`config.mk`:
```
export PLATFORM = sky130hd
export DESIGN_NAME = dsfc_ctrl
export DESIGN_NICKNAME = d
export VERILOG_FILES = /design/src/dsfc_ctrl.v /design/src/dsfc_sync_sample.v
export VERILOG_INCLUDE_DIRS = /design/src /design/src/src
export SDC_FILE = /design/constraint.sdc
export NUM_CORES = 1
export LEC_CHECK = 0
export ABC_AREA = 1
export BUFFER_PORTS_ARGS = -buffer_cell sky130_fd_sc_hd__buf_2
export CAP_MARGIN = 0
export CORE_MARGIN = 4
export CORE_UTILIZATION = 25
export CTS_CLUSTER_SIZE = 8
export DETAILED_ROUTE_END_ITERATION = 12
export PLACE_DENSITY = 0.53
export REMOVE_ABC_BUFFERS = 1
export SYNTH_ARGS = -nofsm -noshare
export SYNTH_HDL_FRONTEND = slang
export SYNTH_SLANG_ARGS = --single-unit
```
`constraint.sdc`:
```
create_clock -name clk_sys -period 3.1 [get_ports clk_sys]
set_clock_uncertainty 0.1 [all_clocks]
set_input_delay 0.62 -clock clk_sys [delete_from_list [all_inputs] [get_ports clk_sys]]
set_output_delay 0.62 -clock clk_sys [all_outputs]
set_load 0.1 [all_outputs]
```
`src/dsfc_map.vh`:
```
// Register offsets, field positions, reset values and codes of the sync, frame reset and FIFO level control bank.
// Functional notes
// - Sync clock edge chosen by select bit; enable
// - One-shot mode acts on first frame only
// - Continuous mode acts on every frame pulse
// - Arm bit write re-arms one-shot frame reset
// - Target field picks FIFO, NCO, both, none
// - Integer level bits 6:4 in data units
// - Defaults: integer level 4, fraction 0
// - Fractional level bits 2:0 in clock cycles
// - Interrupt setup byte: 0x00 test, 0x01 normal
// - Read-only 8-bit device identifier register
// - Software FIFO reset request with acknowledge bit
`ifndef DSFC_MAP_VH
`define DSFC_MAP_VH

// ----------------------------------------------------------------
// Register offsets
// ----------------------------------------------------------------
`define DSFC_ADDR_DEV_ID     8'h1f
`define DSFC_ADDR_IRQ_SETUP  8'h20
`define DSFC_ADDR_ALIGN_CTRL 8'h21
`define DSFC_ADDR_FRAME_CTRL 8'h22
`define DSFC_ADDR_FIFO_SPACE 8'h23
`define DSFC_ADDR_FIFO_RDBK  8'h24
`define DSFC_ADDR_FIFO_CTRL  8'h25

// ----------------------------------------------------------------
// Reset values
// ----------------------------------------------------------------
`define DSFC_RST_IRQ_SETUP  8'h00
`define DSFC_RST_ALIGN_CTRL 8'h00
`define DSFC_RST_FRAME_CTRL 8'h12
`define DSFC_RST_FIFO_SPACE 8'h40
`define DSFC_RST_FIFO_CTRL  8'h00

// ----------------------------------------------------------------
// Field positions
// ----------------------------------------------------------------
`define DSFC_BIT_SYNC_EN    0
`define DSFC_BIT_SYNC_EDGE  1
`define DSFC_BIT_ARM        3
`define DSFC_BIT_CONT       2
`define DSFC_TGT_HI         1
`define DSFC_TGT_LO         0
`define DSFC_INT_HI         6
`define DSFC_INT_LO         4
`define DSFC_FRAC_HI        2
`define DSFC_FRAC_LO        0
`define DSFC_BIT_RST_REQ    0
`define DSFC_BIT_RST_ACK    1

// ----------------------------------------------------------------
// Frame reset target codes and interrupt setup codes
// ----------------------------------------------------------------
`define DSFC_TGT_FIFO       2'h0
`define DSFC_TGT_NCO        2'h1
`define DSFC_TGT_BOTH       2'h2
`define DSFC_TGT_NONE       2'h3
`define DSFC_IRQ_TEST       8'h00
`define DSFC_IRQ_NORMAL     8'h01

`endif

```
`src/dsfc_ctrl.v`:
```
// Control bank for multichip sync, frame pulse reset, FIFO level setup and device identifier.
`timescale 1ns/1ps
`include "dsfc_map.vh"
module dsfc_ctrl #(
  parameter [7:0] DEVICE_CODE = 8'h5c // Arbitrary identifier value.
) (
  input  wire       clk_sys,
  input  wire       nrst,
  input  wire [7:0] regAddr,
  input  wire [7:0] regWrData,
  input  wire       regWrEn,
  input  wire       regRdEn,
  output reg  [7:0] regRdData,
  output reg        regRdValid,
  input  wire       syncClkIn,
  input  wire       framePulse,
  output wire       syncSampled,
  output reg        fifoResetPulse,
  output reg        ncoResetPulse,
  output reg  [2:0] rdPtrOffsetInt,
  output reg  [2:0] rdPtrOffsetFrac,
  output wire [7:0] irqSetupCode
);

  // ----------------------------------------------------------------
  // Register storage
  // ----------------------------------------------------------------
  reg  [7:0] irqSetup_r;
  reg  [7:0] alignCtrl_r;
  reg  [7:0] frameCtrl_r;
  reg  [7:0] fifoSpace_r;
  reg        rstReq_r;
  reg        rstAck_r;
  reg        armed_r;
  reg        reqPending_r;

  wire       contMode;
  wire [1:0] target;
  wire       frameAct;
  wire       frameFifo;
  wire       frameNco;
  wire       reqStart;
  wire       fifoRstNow;
  wire       wrIrq;
  wire       wrAlign;
  wire       wrFrame;
  wire       wrSpace;
  wire       wrFifoCtrl;

  // Decodes a write strobe for one offset.
  function wrHit;
    input [7:0] addr;
    input [7:0] offset;
    input       en;
    begin
      wrHit = en & (addr == offset);
    end
  endfunction

  assign wrIrq      = wrHit(regAddr, `DSFC_ADDR_IRQ_SETUP, regWrEn);
  assign wrAlign    = wrHit(regAddr, `DSFC_ADDR_ALIGN_CTRL, regWrEn);
  assign wrFrame    = wrHit(regAddr, `DSFC_ADDR_FRAME_CTRL, regWrEn);
  assign wrSpace    = wrHit(regAddr, `DSFC_ADDR_FIFO_SPACE, regWrEn);
  assign wrFifoCtrl = wrHit(regAddr, `DSFC_ADDR_FIFO_CTRL, regWrEn);

  // The interrupt setup byte is passed to the interrupt logic unchanged.
  assign irqSetupCode = irqSetup_r;

  // ----------------------------------------------------------------
  // Writable registers
  // ----------------------------------------------------------------
  // Reserved bits are cleared on each write; the frame control reset value 8'h12 leaves bit 4 set.
  always @(posedge clk_sys) begin
    if (!nrst) begin
      irqSetup_r  <= `DSFC_RST_IRQ_SETUP;
      alignCtrl_r <= `DSFC_RST_ALIGN_CTRL;
      frameCtrl_r <= `DSFC_RST_FRAME_CTRL;
      fifoSpace_r <= `DSFC_RST_FIFO_SPACE;
    end else begin
      if (wrIrq) begin
        irqSetup_r <= regWrData;
      end
      if (wrAlign) begin
        alignCtrl_r <= regWrData & 8'h03;
      end
      if (wrFrame) begin
        frameCtrl_r <= regWrData & 8'h0f;
      end
      if (wrSpace) begin
        fifoSpace_r <= regWrData & 8'h77;
      end
    end
  end

  // ----------------------------------------------------------------
  // Sync clock sampling
  // ----------------------------------------------------------------
  dsfc_sync_sample u_sync (
    .clk_sys     (clk_sys),
    .nrst        (nrst),
    .syncClkIn   (syncClkIn),
    .edgeRising  (alignCtrl_r[`DSFC_BIT_SYNC_EDGE]),
    .syncEnable  (alignCtrl_r[`DSFC_BIT_SYNC_EN]),
    .syncSampled (syncSampled)
  );

  // ----------------------------------------------------------------
  // Frame pulse reset
  // ----------------------------------------------------------------
  assign contMode  = frameCtrl_r[`DSFC_BIT_CONT];
  assign target    = frameCtrl_r[`DSFC_TGT_HI:`DSFC_TGT_LO];
  assign frameAct  = framePulse & (contMode | armed_r);
  assign frameFifo = frameAct & ((target == `DSFC_TGT_FIFO) | (target == `DSFC_TGT_BOTH));
  assign frameNco  = frameAct & ((target == `DSFC_TGT_NCO) | (target == `DSFC_TGT_BOTH));

  // The one-shot arm flag; a re-arm write in the same cycle as a pulse wins.
  always @(posedge clk_sys) begin
    if (!nrst) begin
      armed_r <= 1'b1;
    end else if (wrFrame && regWrData[`DSFC_BIT_ARM]) begin
      armed_r <= 1'b1;
    end else if (frameAct && !contMode) begin
      armed_r <= 1'b0;
    end
  end

  // ----------------------------------------------------------------
  // Software FIFO reset request and acknowledge
  // ----------------------------------------------------------------
  assign reqStart   = wrFifoCtrl & regWrData[`DSFC_BIT_RST_REQ] & ~rstReq_r;
  assign fifoRstNow = frameFifo | reqPending_r;

  // Request bit, pending flag and acknowledge; ack is dropped when the request is withdrawn.
  always @(posedge clk_sys) begin
    if (!nrst) begin
      rstReq_r     <= 1'b0;
      reqPending_r <= 1'b0;
      rstAck_r     <= 1'b0;
    end else begin
      if (wrFifoCtrl) begin
        rstReq_r <= regWrData[`DSFC_BIT_RST_REQ];
      end
      reqPending_r <= reqStart;
      if (reqPending_r) begin
        rstAck_r <= 1'b1;
      end else if (wrFifoCtrl && !regWrData[`DSFC_BIT_RST_REQ]) begin
        rstAck_r <= 1'b0;
      end
    end
  end

  // Reset pulses and pointer repositioning on every FIFO reset.
  always @(posedge clk_sys) begin
    if (!nrst) begin
      fifoResetPulse  <= 1'b0;
      ncoResetPulse   <= 1'b0;
      rdPtrOffsetInt  <= 3'h0;
      rdPtrOffsetFrac <= 3'h0;
    end else begin
      fifoResetPulse <= fifoRstNow;
      ncoResetPulse  <= frameNco;
      if (fifoRstNow) begin
        rdPtrOffsetInt  <= fifoSpace_r[`DSFC_INT_HI:`DSFC_INT_LO];
        rdPtrOffsetFrac <= fifoSpace_r[`DSFC_FRAC_HI:`DSFC_FRAC_LO];
      end
    end
  end

  // ----------------------------------------------------------------
  // Read port
  // ----------------------------------------------------------------
  // Registered read data; unmapped offsets read as zero.
  always @(posedge clk_sys) begin
    if (!nrst) begin
      regRdData  <= 8'h00;
      regRdValid <= 1'b0;
    end else begin
      regRdValid <= regRdEn;
      if (!regRdEn) begin
        regRdData <= regRdData;
      end else if (regAddr == `DSFC_ADDR_DEV_ID) begin
        regRdData <= DEVICE_CODE;
      end else if (regAddr == `DSFC_ADDR_IRQ_SETUP) begin
        regRdData <= irqSetup_r;
      end else if (regAddr == `DSFC_ADDR_ALIGN_CTRL) begin
        regRdData <= alignCtrl_r;
      end else if (regAddr == `DSFC_ADDR_FRAME_CTRL) begin
        regRdData <= frameCtrl_r;
      end else if (regAddr == `DSFC_ADDR_FIFO_SPACE) begin
        regRdData <= fifoSpace_r;
      end else if (regAddr == `DSFC_ADDR_FIFO_RDBK) begin
        regRdData <= {1'b0, rdPtrOffsetInt, 1'b0, rdPtrOffsetFrac};
      end else if (regAddr == `DSFC_ADDR_FIFO_CTRL) begin
        regRdData <= {6'h00, rstAck_r, rstReq_r};
      end else begin
        regRdData <= 8'h00;
      end
    end
  end

endmodule

```
`src/dsfc_sync_sample.v`:
```
// Sync clock sampler that picks the rising or falling converter clock edge.
`timescale 1ns/1ps
module dsfc_sync_sample (
  input  wire clk_sys,
  input  wire nrst,
  input  wire syncClkIn,
  input  wire edgeRising,
  input  wire syncEnable,
  output reg  syncSampled
);

  reg riseSample_r;
  reg fallSample_r;

  // Rising-edge capture of the sync clock.
  always @(posedge clk_sys) begin
    if (!nrst) begin
      riseSample_r <= 1'b0;
    end else begin
      riseSample_r <= syncClkIn;
    end
  end

  // Falling-edge capture; it is retimed below, so it only sees half a period of path.
  always @(negedge clk_sys) begin
    if (!nrst) begin
      fallSample_r <= 1'b0;
    end else begin
      fallSample_r <= syncClkIn;
    end
  end

  // Select the sampling edge and gate with the enable.
  always @(posedge clk_sys) begin
    if (!nrst) begin
      syncSampled <= 1'b0;
    end else if (!syncEnable) begin
      syncSampled <= 1'b0;
    end else begin
      syncSampled <= edgeRising ? riseSample_r : fallSample_r;
    end
  end

endmodule

```
==> results of run 1 <==
synthesized netlist by cell type, drive strengths merged:
library cell  count  area, sq um
dfxtp            45          901
ha                2         25.0
a21oi            31          159
o2111ai           2         17.5
nand3             8         40.0
nand2            45          176
nor3              2         10.0
buf               1         5.00
a221oi            1         8.76
o21ai            33          169
clkinv            1         3.75
clkbuf            5         18.8
nor2             41          214
inv              37          144
nor4              2         12.5
o21bai            1         7.51
nand4             2         12.5
o211ai            4         30.0
kinds of logic after synthesis:
kind of cell               Yosys count
buffers and inverters               44
DFF                                 45
and+or+nand+nor                    100
AOI/OAI and AO/OA                   72
adders and majority gates            2
final timing paths:
check,startpoint,end
worst max-delay path,u_sync.fallSample_r,u_sync.syncSampled
worst min-delay path,frameCtrl_r[4],frameCtrl_r[4]
worst max register to register,u_sync.fallSample_r,u_sync.syncSampled
worst min register to register,frameCtrl_r[4],frameCtrl_r[4]
metal layers:
layer / up-vias / wire length, um
met3: 5 / 301
li1: 952 / -
met1: 834 / 2510
met5: - / 0
met2: 38 / 2490
met4: 0 / 44
critical path, cell delays in order, from the launching register on:
cell,delay [ps]
sky130_fd_sc_hd__dfxtp_1,300
sky130_fd_sc_hd__nor2_1,40
sky130_fd_sc_hd__nor4_1,210
area by class of cell:
class / count / area [sq um] / area share, %
timing repair buffer: 48 / 243 / 9.98
sequential: 45 / 901 / 37.1
inverter: 37 / 144 / 5.92
tap: 99 / 124 / 5.10
multi-input combinational: 174 / 882 / 36.3
clock inverter: 4 / 68.8 / 2.83
clock buffer: 5 / 68.8 / 2.83
registers in the layout, indices dropped and copies added (netlist names):
signal,cells
alignCtrl_r,2
armed_r,1
fifoResetPulse,1
fifoSpace_r,6
frameCtrl_r,5
irqSetupCode,8
ncoResetPulse,1
rdPtrOffsetFrac,3
rdPtrOffsetInt,3
regRdData,8
regRdValid,1
reqPending_r,1
rstAck_r,1
rstReq_r,1
u_sync.fallSample_r,1
u_sync.riseSample_r,1
u_sync.syncSampled,1
per-stage QoR:
step / hold WS [ps] / instance area [sq um]
5_1_grt: 382 / 2430
3_3_place_gp: 339 / 2300
2_1_floorplan: 319 / 1930
4_1_cts: 356 / 2430
3_5_place_dp: 339 / 2300
6_report: 353 / 2430
power by group through the flow:
stage               clock, uW  combinational (uW)  sequential (uW)
CTS                       547                 173              599
finish                    529                 171              598
detailed placement       4.04                 172              612
global placement         4.04                 172              612
floorplan                4.04                40.1              692
global route              565                 185              600
==> run summary, run 1 <==
===========================================================================================
Number of buffers added by the clock tree synthesis step .....................            5
Core Area ....................................................................   7410 sq um
Setup Total Neg Slack ........................................................         0 ps
Final setup margin ...........................................................       758 ps
Area fraction in compound gates after synthesis ..............................        20.0%
Sequential element share of the synthesized area .............................        46.1%
Initial core utilization .....................................................        26.4%
Number of remaining DRC errors ...............................................            0
Tot Pwr ......................................................................      1300 uW
RePlAce Congestion ...........................................................        0.731
Avg WL per Cell ..............................................................      13.0 um
Routed vias/inst .............................................................         4.44
Placed wire-length estimate ..................................................      4000 um
Worst slew slack as a fraction of its limit ..................................        64.8%
Critical Path Sink Type ......................................................     register
GRT Total Usage ..............................................................        12.3%
Insertion delay of the later-clocked pin in the worst-skew pair ..............       350 ps
Critical path class .......................................................... register to register
Number of cells traversed by the worst register-to-register path .............            2
Finished Layout Cells ........................................................          412
Total leakage power ..........................................................   0.00113 uW
Postcts setup bufs ...........................................................            0
Met2 Usage GRT ...............................................................        20.5%
Total power density per cell area ............................................  534 nW/um^2
Most common cell after layout, fill and taps aside ........................... sky130_fd_sc_hd__buf_2
Final net count ..............................................................          336
Most congested layer reported by global routing ..............................         met2
Met1 demand-to-capacity share in global routing ..............................        15.7%
Worst min-delay path class ................................................... register to register
Hold-fix buffer count after cts ..............................................            0
Actual slew at the worst max-slew pin ........................................       525 ps
Area of the mapped netlist ...................................................   1950 sq um
Number of different library cells in the post-synthesis netlist ..............           27
First-pass iteration count of the detailed router ............................            4
Clk slew on worst S/H paths ..................................................        90 ps
Req. time, crit path .........................................................      3200 ps
MaxCap Viol Count ............................................................            0
Net switching power ..........................................................       353 uW
Worst hold stages ............................................................            2
Antenna violations before repair .............................................            0
Remaining number of nets flagged by the antenna check after routing ..........            0
Worst reg2reg setup slack ....................................................       760 ps
Internal cell power ..........................................................       946 uW
Fraction of the core area covered by cells at the end of the flow ............        32.8%
Warnings, synthesis ..........................................................            0
Final global-route overflow total ............................................            0
Kind of start point of the critical path .....................................     register
Area growth, synth to finish .................................................        24.4%
Number of design-rule violations left by the first detailed-router iteration .           68
Horizontal extent of the die .................................................      96.4 um
Final count of negative-setup-slack endpoints ................................            0
TritonCTS clock tree .........................................................          yes
Clk sink count ...............................................................           45
H-tree lvl count .............................................................            2
Simple logic cell fraction of the synthesized area ...........................        23.8%
Status .......................................................................    completed
Post-synthesis mux area share ................................................           0%
First-pass GRT wire length ...................................................      8630 um
DIE AREA .....................................................................   9300 sq um
Die Y ........................................................................      96.4 um
Routed via count .............................................................         1829
I/O Buffers ..................................................................           47
Count of pins over their slew limit ..........................................            0
Synth Area in Adders .........................................................        1.28%
Max Root-Sink Buffers ........................................................            2
Hold Vio Cnt, Final ..........................................................            0
Largest fanout of any net on the critical path ...............................            1
Xor and xnor area share after synthesis ......................................           0%
Combinational group share of total power .....................................        13.2%
Fill cell total of the finished layout .......................................          824
Antenna diodes ...............................................................            0
Unrepaired setup endpoints after global routing ..............................           no
Final Routed Wirelength ......................................................      5340 um
Worst path arrival time ......................................................      2450 ps
Largest family of logic cells by synthesized area ............................ simple AND/OR/NAND/NOR gates
Number of register bits inferred by synthesis ................................           45
Vias in the first global route ...............................................         1752
Clock Power Share ............................................................        40.8%
Share of cells above drive strength 1 ........................................        24.9%
Mean instance size in the synthesized netlist ................................   7.43 sq um
# placed instances ...........................................................          404
Top-level port count .........................................................           48
Gate count of the mapped netlist .............................................          263
Part of the power in registers ...............................................        46.1%
Met3 Resource Use GR .........................................................        3.25%
Commonest cells after routing, fill and taps aside ........................... 47 x sky130_fd_sc_hd__buf_2, 45 x sky130_fd_sc_hd__dfxtp_1, 42 x sky130_fd_sc_hd__nand2_1
Pin count of the biggest net entering global routing .........................           35
Worst voltage drop across the vdd grid .......................................     0.202 mV
Post_cts resized .............................................................            0
Post-placement setup slack ...................................................       499 ps
Row count ....................................................................           31
Net switching fraction of the power ..........................................        27.1%
Root Buffer .................................................................. sky130_fd_sc_hd__clkbuf_8
===========================================================================================
(Power assumes the default switching activity.)
==> run 2, diff against run 1 <==
--- a/config.mk
+++ b/config.mk
@@ -13,7 +13,7 @@
 export CORE_UTILIZATION = 25
 export CTS_CLUSTER_SIZE = 8
 export DETAILED_ROUTE_END_ITERATION = 12
-export PLACE_DENSITY = 0.53
+export PLACE_DENSITY = 0.54
 export REMOVE_ABC_BUFFERS = 1
 export SYNTH_ARGS = -nofsm -noshare
 export SYNTH_HDL_FRONTEND = slang
==> constraint.sdc (replaced) <==
create_clock -name clk_sys -period 2 [get_ports clk_sys]
set_clock_uncertainty 0.1 [all_clocks]
set_input_delay 0.4 -clock clk_sys [delete_from_list [all_inputs] [get_ports clk_sys]]
set_output_delay 0.4 -clock clk_sys [all_outputs]
set_load 0.1 [all_outputs]
==> run 2 against run 1 <==
Net effect: register-to-register slack worse by 560 ps; global-route usage down 0.15 points; die area unchanged; sequential cell count unchanged; hold slack worse by 130 ps; largest power group unchanged; non-clock buffer count up 2; first-iteration DRC count down 46%; clock power up 16%; combinational power up 57%; critical path depth unchanged; sequential power up 55%; critical path type unchanged; power up 39%.
==> run summary, run 2 (same netlist as run 1, synthesis figures left out) <==
===========================================================================================
Status .......................................................................    completed
Most common cell after layout, fill and taps aside ........................... sky130_fd_sc_hd__buf_2
Capture point of the worst reg-to-reg path ................................... u_sync.syncSampled
Worst path arrival time ......................................................      1900 ps
Actual slew at the worst max-slew pin ........................................       503 ps
Number of cells traversed by the worst register-to-register path .............            2
Remaining number of nets flagged by the antenna check after routing ..........            0
Placed wire-length estimate ..................................................      4050 um
RePlAce Congestion ...........................................................        0.755
Final net count ..............................................................          338
Unrepaired setup endpoints after global routing ..............................           no
Total power density per cell area ............................................  751 nW/um^2
Core Area ....................................................................   7410 sq um
H-tree lvl count .............................................................            2
Worst voltage drop across the vdd grid .......................................     0.424 mV
DIE AREA .....................................................................   9300 sq um
Worst min-delay path class ................................................... primary input to register
Final global-route overflow total ............................................            0
Post_cts resized .............................................................            0
Critical Path Sink Type ......................................................     register
Worst-path cell chain ........................................................ nor2_1, nor4_1
Root Buffer .................................................................. sky130_fd_sc_hd__clkbuf_8
Kind of start point of the critical path .....................................     register
Worst slew slack as a fraction of its limit ..................................        66.7%
TritonCTS clock tree .........................................................          yes
# placed instances ...........................................................          406
Worst hold stages ............................................................            3
GRT Total Usage ..............................................................        12.1%
Worst min-delay path endpoint ................................................ irqSetupCode[7]
Fill cell total of the finished layout .......................................          810
Antenna diodes ...............................................................            0
Share of cells above drive strength 1 ........................................        25.4%
Commonest cells after routing, fill and taps aside ........................... 47 x sky130_fd_sc_hd__buf_2, 45 x sky130_fd_sc_hd__dfxtp_1, 42 x sky130_fd_sc_hd__nand2_1
Horizontal extent of the die .................................................      96.4 um
Tightest hold margin .........................................................       222 ps
Final setup margin ...........................................................       195 ps
First-pass iteration count of the detailed router ............................            4
Delay of the slowest cell on the worst path ..................................       300 ps
Insertion delay of the later-clocked pin in the worst-skew pair ..............       340 ps
Final count of negative-setup-slack endpoints ................................            0
Largest fanout of any net on the critical path ...............................            1
Clk sink count ...............................................................           45
Pin count of the biggest net entering global routing .........................           35
MaxCap Viol Count ............................................................            0
Finished Layout Cells ........................................................          414
Area growth, synth to finish .................................................        23.4%
I/O Buffers ..................................................................           47
Hold-fix buffer count after cts ..............................................            0
Postcts setup bufs ...........................................................            0
Final Routed Wirelength ......................................................      5300 um
Post-placement setup slack ...................................................       177 ps
First-pass GRT wire length ...................................................      8690 um
Worst reg2reg setup slack ....................................................       200 ps
Total leakage power ..........................................................   0.00112 uW
Fraction of the core area covered by cells at the end of the flow ............        32.5%
Row count ....................................................................           31
Initial core utilization .....................................................        26.4%
Source of the worst register-to-register timing path ......................... u_sync.fallSample_r
Clk slew on worst S/H paths ..................................................        90 ps
Number of design-rule violations left by the first detailed-router iteration .           37
Die Y ........................................................................      96.4 um
Req. time, crit path .........................................................      2100 ps
Avg WL per Cell ..............................................................      12.8 um
Setup Total Neg Slack ........................................................         0 ps
Area of combinational cells with multiple inputs .............................    882 sq um
Hold Vio Cnt, Final ..........................................................            0
Top-level port count .........................................................           48
Combined flip-flop and latch cell area .......................................    901 sq um
Critical path's slowest cell ................................................. sky130_fd_sc_hd__dfxtp_1
Vias in the first global route ...............................................         1722
Number of buffers added by the clock tree synthesis step .....................            5
Worst Hold Launch ............................................................ regWrData[7]
Routed via count .............................................................         1834
Number of remaining DRC errors ...............................................            0
Count of pins over their slew limit ..........................................            0
Antenna violations before repair .............................................            0
Routed vias/inst .............................................................         4.43
Critical path class .......................................................... register to register
Max Root-Sink Buffers ........................................................            2
===========================================================================================
## run 2: cell types whose count changed in the layout (fill, tap and decap cells not counted)
cell                         previous run  this run
sky130_fd_sc_hd__buf_4                  1         3
sky130_fd_sc_hd__bufinv_16              2         0
sky130_fd_sc_hd__clkbuf_8               5         6
sky130_fd_sc_hd__clkinv_2               1         0
sky130_fd_sc_hd__clkinvlp_4             0         1
sky130_fd_sc_hd__inv_6                  0         1
## run 2: critical path: cells and delay by family (launching register included)
kind	cells	cell delay, ps
DFF	1	300
and+or+nand+nor	2	270
## run 2: worst max path at each step
stage	cells past startpoint	to	slack, ps	from
2_1_floorplan	2	u_sync.fallSample_r	310	syncClkIn
3_3_place_gp	3	u_sync.fallSample_r	180	nrst
3_5_place_dp	3	u_sync.fallSample_r	180	nrst
4_1_cts	2	u_sync.syncSampled	180	u_sync.fallSample_r
5_1_grt	2	u_sync.syncSampled	110	u_sync.fallSample_r
6_report	2	u_sync.syncSampled	200	u_sync.fallSample_r
## run 2: where the power goes
group          switching (uW)  internal [uW]
clock network             328            287
registers                10.8            917
logic                     216           53.1
total                     554           1260
## run 2: final cells by class
cell class / instances / share of cell area, %
Sequential cell: 45 / 37.4
Multi-Input combinational cell: 174 / 36.6
Tap cell: 99 / 5.14
Inverter: 37 / 5.97
Clock inverter: 3 / 0.830
Timing Repair Buffer: 50 / 10.7
Clock buffer: 6 / 3.43
## run 2: per-layer routing
metal / GRT usage (%) / share of wire (%) / vias to the layer above
li1: - / - / 954
met1: 17.0 / 48 / 832
met2: 18.6 / 46 / 43
met3: 3.18 / 5.3 / 5
met4: 2.92 / 0.55 / 0
met5: 0 / 0 / -
## run 2: per-stage QoR
| stage | instance area, sq um | power (uW) |
|---|---|---|
| after floorplan | 1930 | 1140 |
| after global placement | 2310 | 1220 |
| after detailed placement | 2310 | 1230 |
| after CTS | 2410 | 1840 |
| after global routing | 2410 | 1900 |
| final | 2410 | 1810 |
==> run 3, diff against run 2 <==
--- a/config.mk
+++ b/config.mk
@@ -7,12 +7,13 @@
 export NUM_CORES = 1
 export LEC_CHECK = 0
 export ABC_AREA = 1
-export BUFFER_PORTS_ARGS = -buffer_cell sky130_fd_sc_hd__buf_2
+export BUFFER_PORTS_ARGS = -buffer_cell sky130_fd_sc_hd__clkbuf_2
 export CAP_MARGIN = 0
 export CORE_MARGIN = 4
 export CORE_UTILIZATION = 25
 export CTS_CLUSTER_SIZE = 8
 export DETAILED_ROUTE_END_ITERATION = 12
+export GPL_ROUTABILITY_DRIVEN = 0
 export PLACE_DENSITY = 0.54
 export REMOVE_ABC_BUFFERS = 1
 export SYNTH_ARGS = -nofsm -noshare
==> run 3 against run 2 <==
Net effect: combinational power hardly changed; final cell count did not move; critical path depth stayed put; register-to-register slack better by 40 ps; design area increased by 0.52%; worst setup slack better by 42 ps; count of clock-buffer cells in the layout unchanged; first-iteration DRC count decreased by 2.7%; non-clock buffer count did not move; clock power is 14% higher; largest cell class unchanged; largest power group unchanged; highest routed layer unchanged.
==> run summary, run 3 (same netlist as run 1, synthesis figures left out) <==
===========================================================================================
Root Buffer .................................................................. sky130_fd_sc_hd__clkbuf_8
Tot Pwr ......................................................................      1900 uW
Share of cells above drive strength 1 ........................................        25.1%
Largest fanout of any net on the critical path ...............................            1
Kind of start point of the critical path .....................................     register
Routed vias/inst .............................................................         4.44
Number of remaining DRC errors ...............................................            0
Capture point of the worst reg-to-reg path ................................... u_sync.syncSampled
Final count of negative-setup-slack endpoints ................................            0
Clk sink count ...............................................................           45
Final Instance Area ..........................................................   2420 sq um
Horizontal extent of the die .................................................      96.4 um
DIE AREA .....................................................................   9300 sq um
Worst reg2reg setup slack ....................................................       240 ps
GRT Total Usage ..............................................................        12.1%
Max Root-Sink Buffers ........................................................            2
Combined flip-flop and latch cell area .......................................    901 sq um
Routed via count .............................................................         1837
Total leakage power ..........................................................   0.00111 uW
Commonest cells after routing, fill and taps aside ........................... 47 x sky130_fd_sc_hd__clkbuf_2, 45 x sky130_fd_sc_hd__dfxtp_1, 42 x sky130_fd_sc_hd__nand2_1
Area growth, synth to finish .................................................        24.0%
Fill cell total of the finished layout .......................................          808
Number of buffers added by the clock tree synthesis step .....................            5
H-tree lvl count .............................................................            2
Final net count ..............................................................          338
Critical path class .......................................................... register to register
Initial core utilization .....................................................        26.4%
Worst voltage drop across the vdd grid .......................................     0.279 mV
Worst path arrival time ......................................................      1870 ps
Total power density per cell area ............................................  784 nW/um^2
Placed Instance Area .........................................................   2310 sq um
Hold Vio Cnt, Final ..........................................................            0
Row count ....................................................................           31
Worst min-delay path class ................................................... primary input to register
Finished Layout Cells ........................................................          414
First-pass GRT wire length ...................................................      8560 um
Final Routed Wirelength ......................................................      5300 um
# placed instances ...........................................................          406
Pin count of the biggest net entering global routing .........................           35
TritonCTS clock tree .........................................................          yes
Source of the worst register-to-register timing path ......................... u_sync.fallSample_r
Unrepaired setup endpoints after global routing ..............................           no
First-pass iteration count of the detailed router ............................            4
Status .......................................................................    completed
Number of cells traversed by the worst register-to-register path .............            2
Postcts setup bufs ...........................................................            0
Critical Path Sink Type ......................................................     register
Clk slew on worst S/H paths ..................................................        80 ps
Actual slew at the worst max-slew pin ........................................       557 ps
Insertion delay of the later-clocked pin in the worst-skew pair ..............       350 ps
Avg WL per Cell ..............................................................      12.8 um
Worst slew slack as a fraction of its limit ..................................        63.0%
Hold-fix buffer count after cts ..............................................            0
Top-level port count .........................................................           48
Final global-route overflow total ............................................            0
Worst-path cell chain ........................................................ nor2_1, nor4_1
Area of combinational cells with multiple inputs .............................    882 sq um
Critical path destination .................................................... u_sync.syncSampled
Post-placement setup slack ...................................................       196 ps
MaxCap Viol Count ............................................................            0
Critical path's slowest cell ................................................. sky130_fd_sc_hd__dfxtp_1
Setup Total Neg Slack ........................................................         0 ps
Req. time, crit path .........................................................      2110 ps
Post_cts resized .............................................................            0
Die Y ........................................................................      96.4 um
Delay of the slowest cell on the worst path ..................................       300 ps
Number of design-rule violations left by the first detailed-router iteration .           36
Antenna violations before repair .............................................            0
Vias in the first global route ...............................................         1754
Remaining number of nets flagged by the antenna check after routing ..........            0
Count of pins over their slew limit ..........................................            0
I/O Buffers ..................................................................           47
Core Area ....................................................................   7410 sq um
Worst Hold Launch ............................................................    syncClkIn
Antenna diodes ...............................................................            0
CP startpoint ................................................................ u_sync.fallSample_r
Placed wire-length estimate ..................................................      4030 um
Most common cell after layout, fill and taps aside ........................... sky130_fd_sc_hd__clkbuf_2
Final setup margin ...........................................................       237 ps
===========================================================================================
==> run 3: per-layer routing <==
metal | GRT usage [%] | routed length (um)
met5 | 0 | 0
met4 | 3.86 | 70
met3 | 3.02 | 248
met2 | 18.9 | 2370
met1 | 16.4 | 2620
==> run 3: worst min path at each step <==
stage	end	slack [ps]	cells after the start
after global placement	frameCtrl_r[4]	340	2
after floorplan	frameCtrl_r[4]	320	2
after detailed placement	frameCtrl_r[4]	340	2
after global routing	u_sync.riseSample_r	220	3
after CTS	u_sync.riseSample_r	200	3
final	u_sync.riseSample_r	200	3
==> run 3: worst max-delay path, delay by kind of cell, from the launching register on <==
| family | cells | cell delay, ps |
|---|---|---|
| and+or+nand+nor | 2 | 230 |
| DFF | 1 | 300 |
==> run 3: area by class of cell <==
class | instances | area share [%]
clock buffer | 6 | 2.99
clock inverter | 3 | 1.76
inverter | 37 | 5.94
multi-input combinational | 174 | 36.4
sequential | 45 | 37.2
tap | 99 | 5.11
timing repair buffer | 50 | 10.6
==> run 3: metrics by stage <==
step	utilization, %	hold WS (ps)
after floorplan	-	319
after global placement	31.2	335
after detailed placement	31.2	338
after CTS	32.7	195
after global routing	32.7	220
final	32.7	198
==> run 3: where the power goes <==
group	switching (uW)	internal [uW]	total, uW
clock network	325	378	703
logic	215	52.3	267
registers	11.3	917	929
total	551	1350	1900
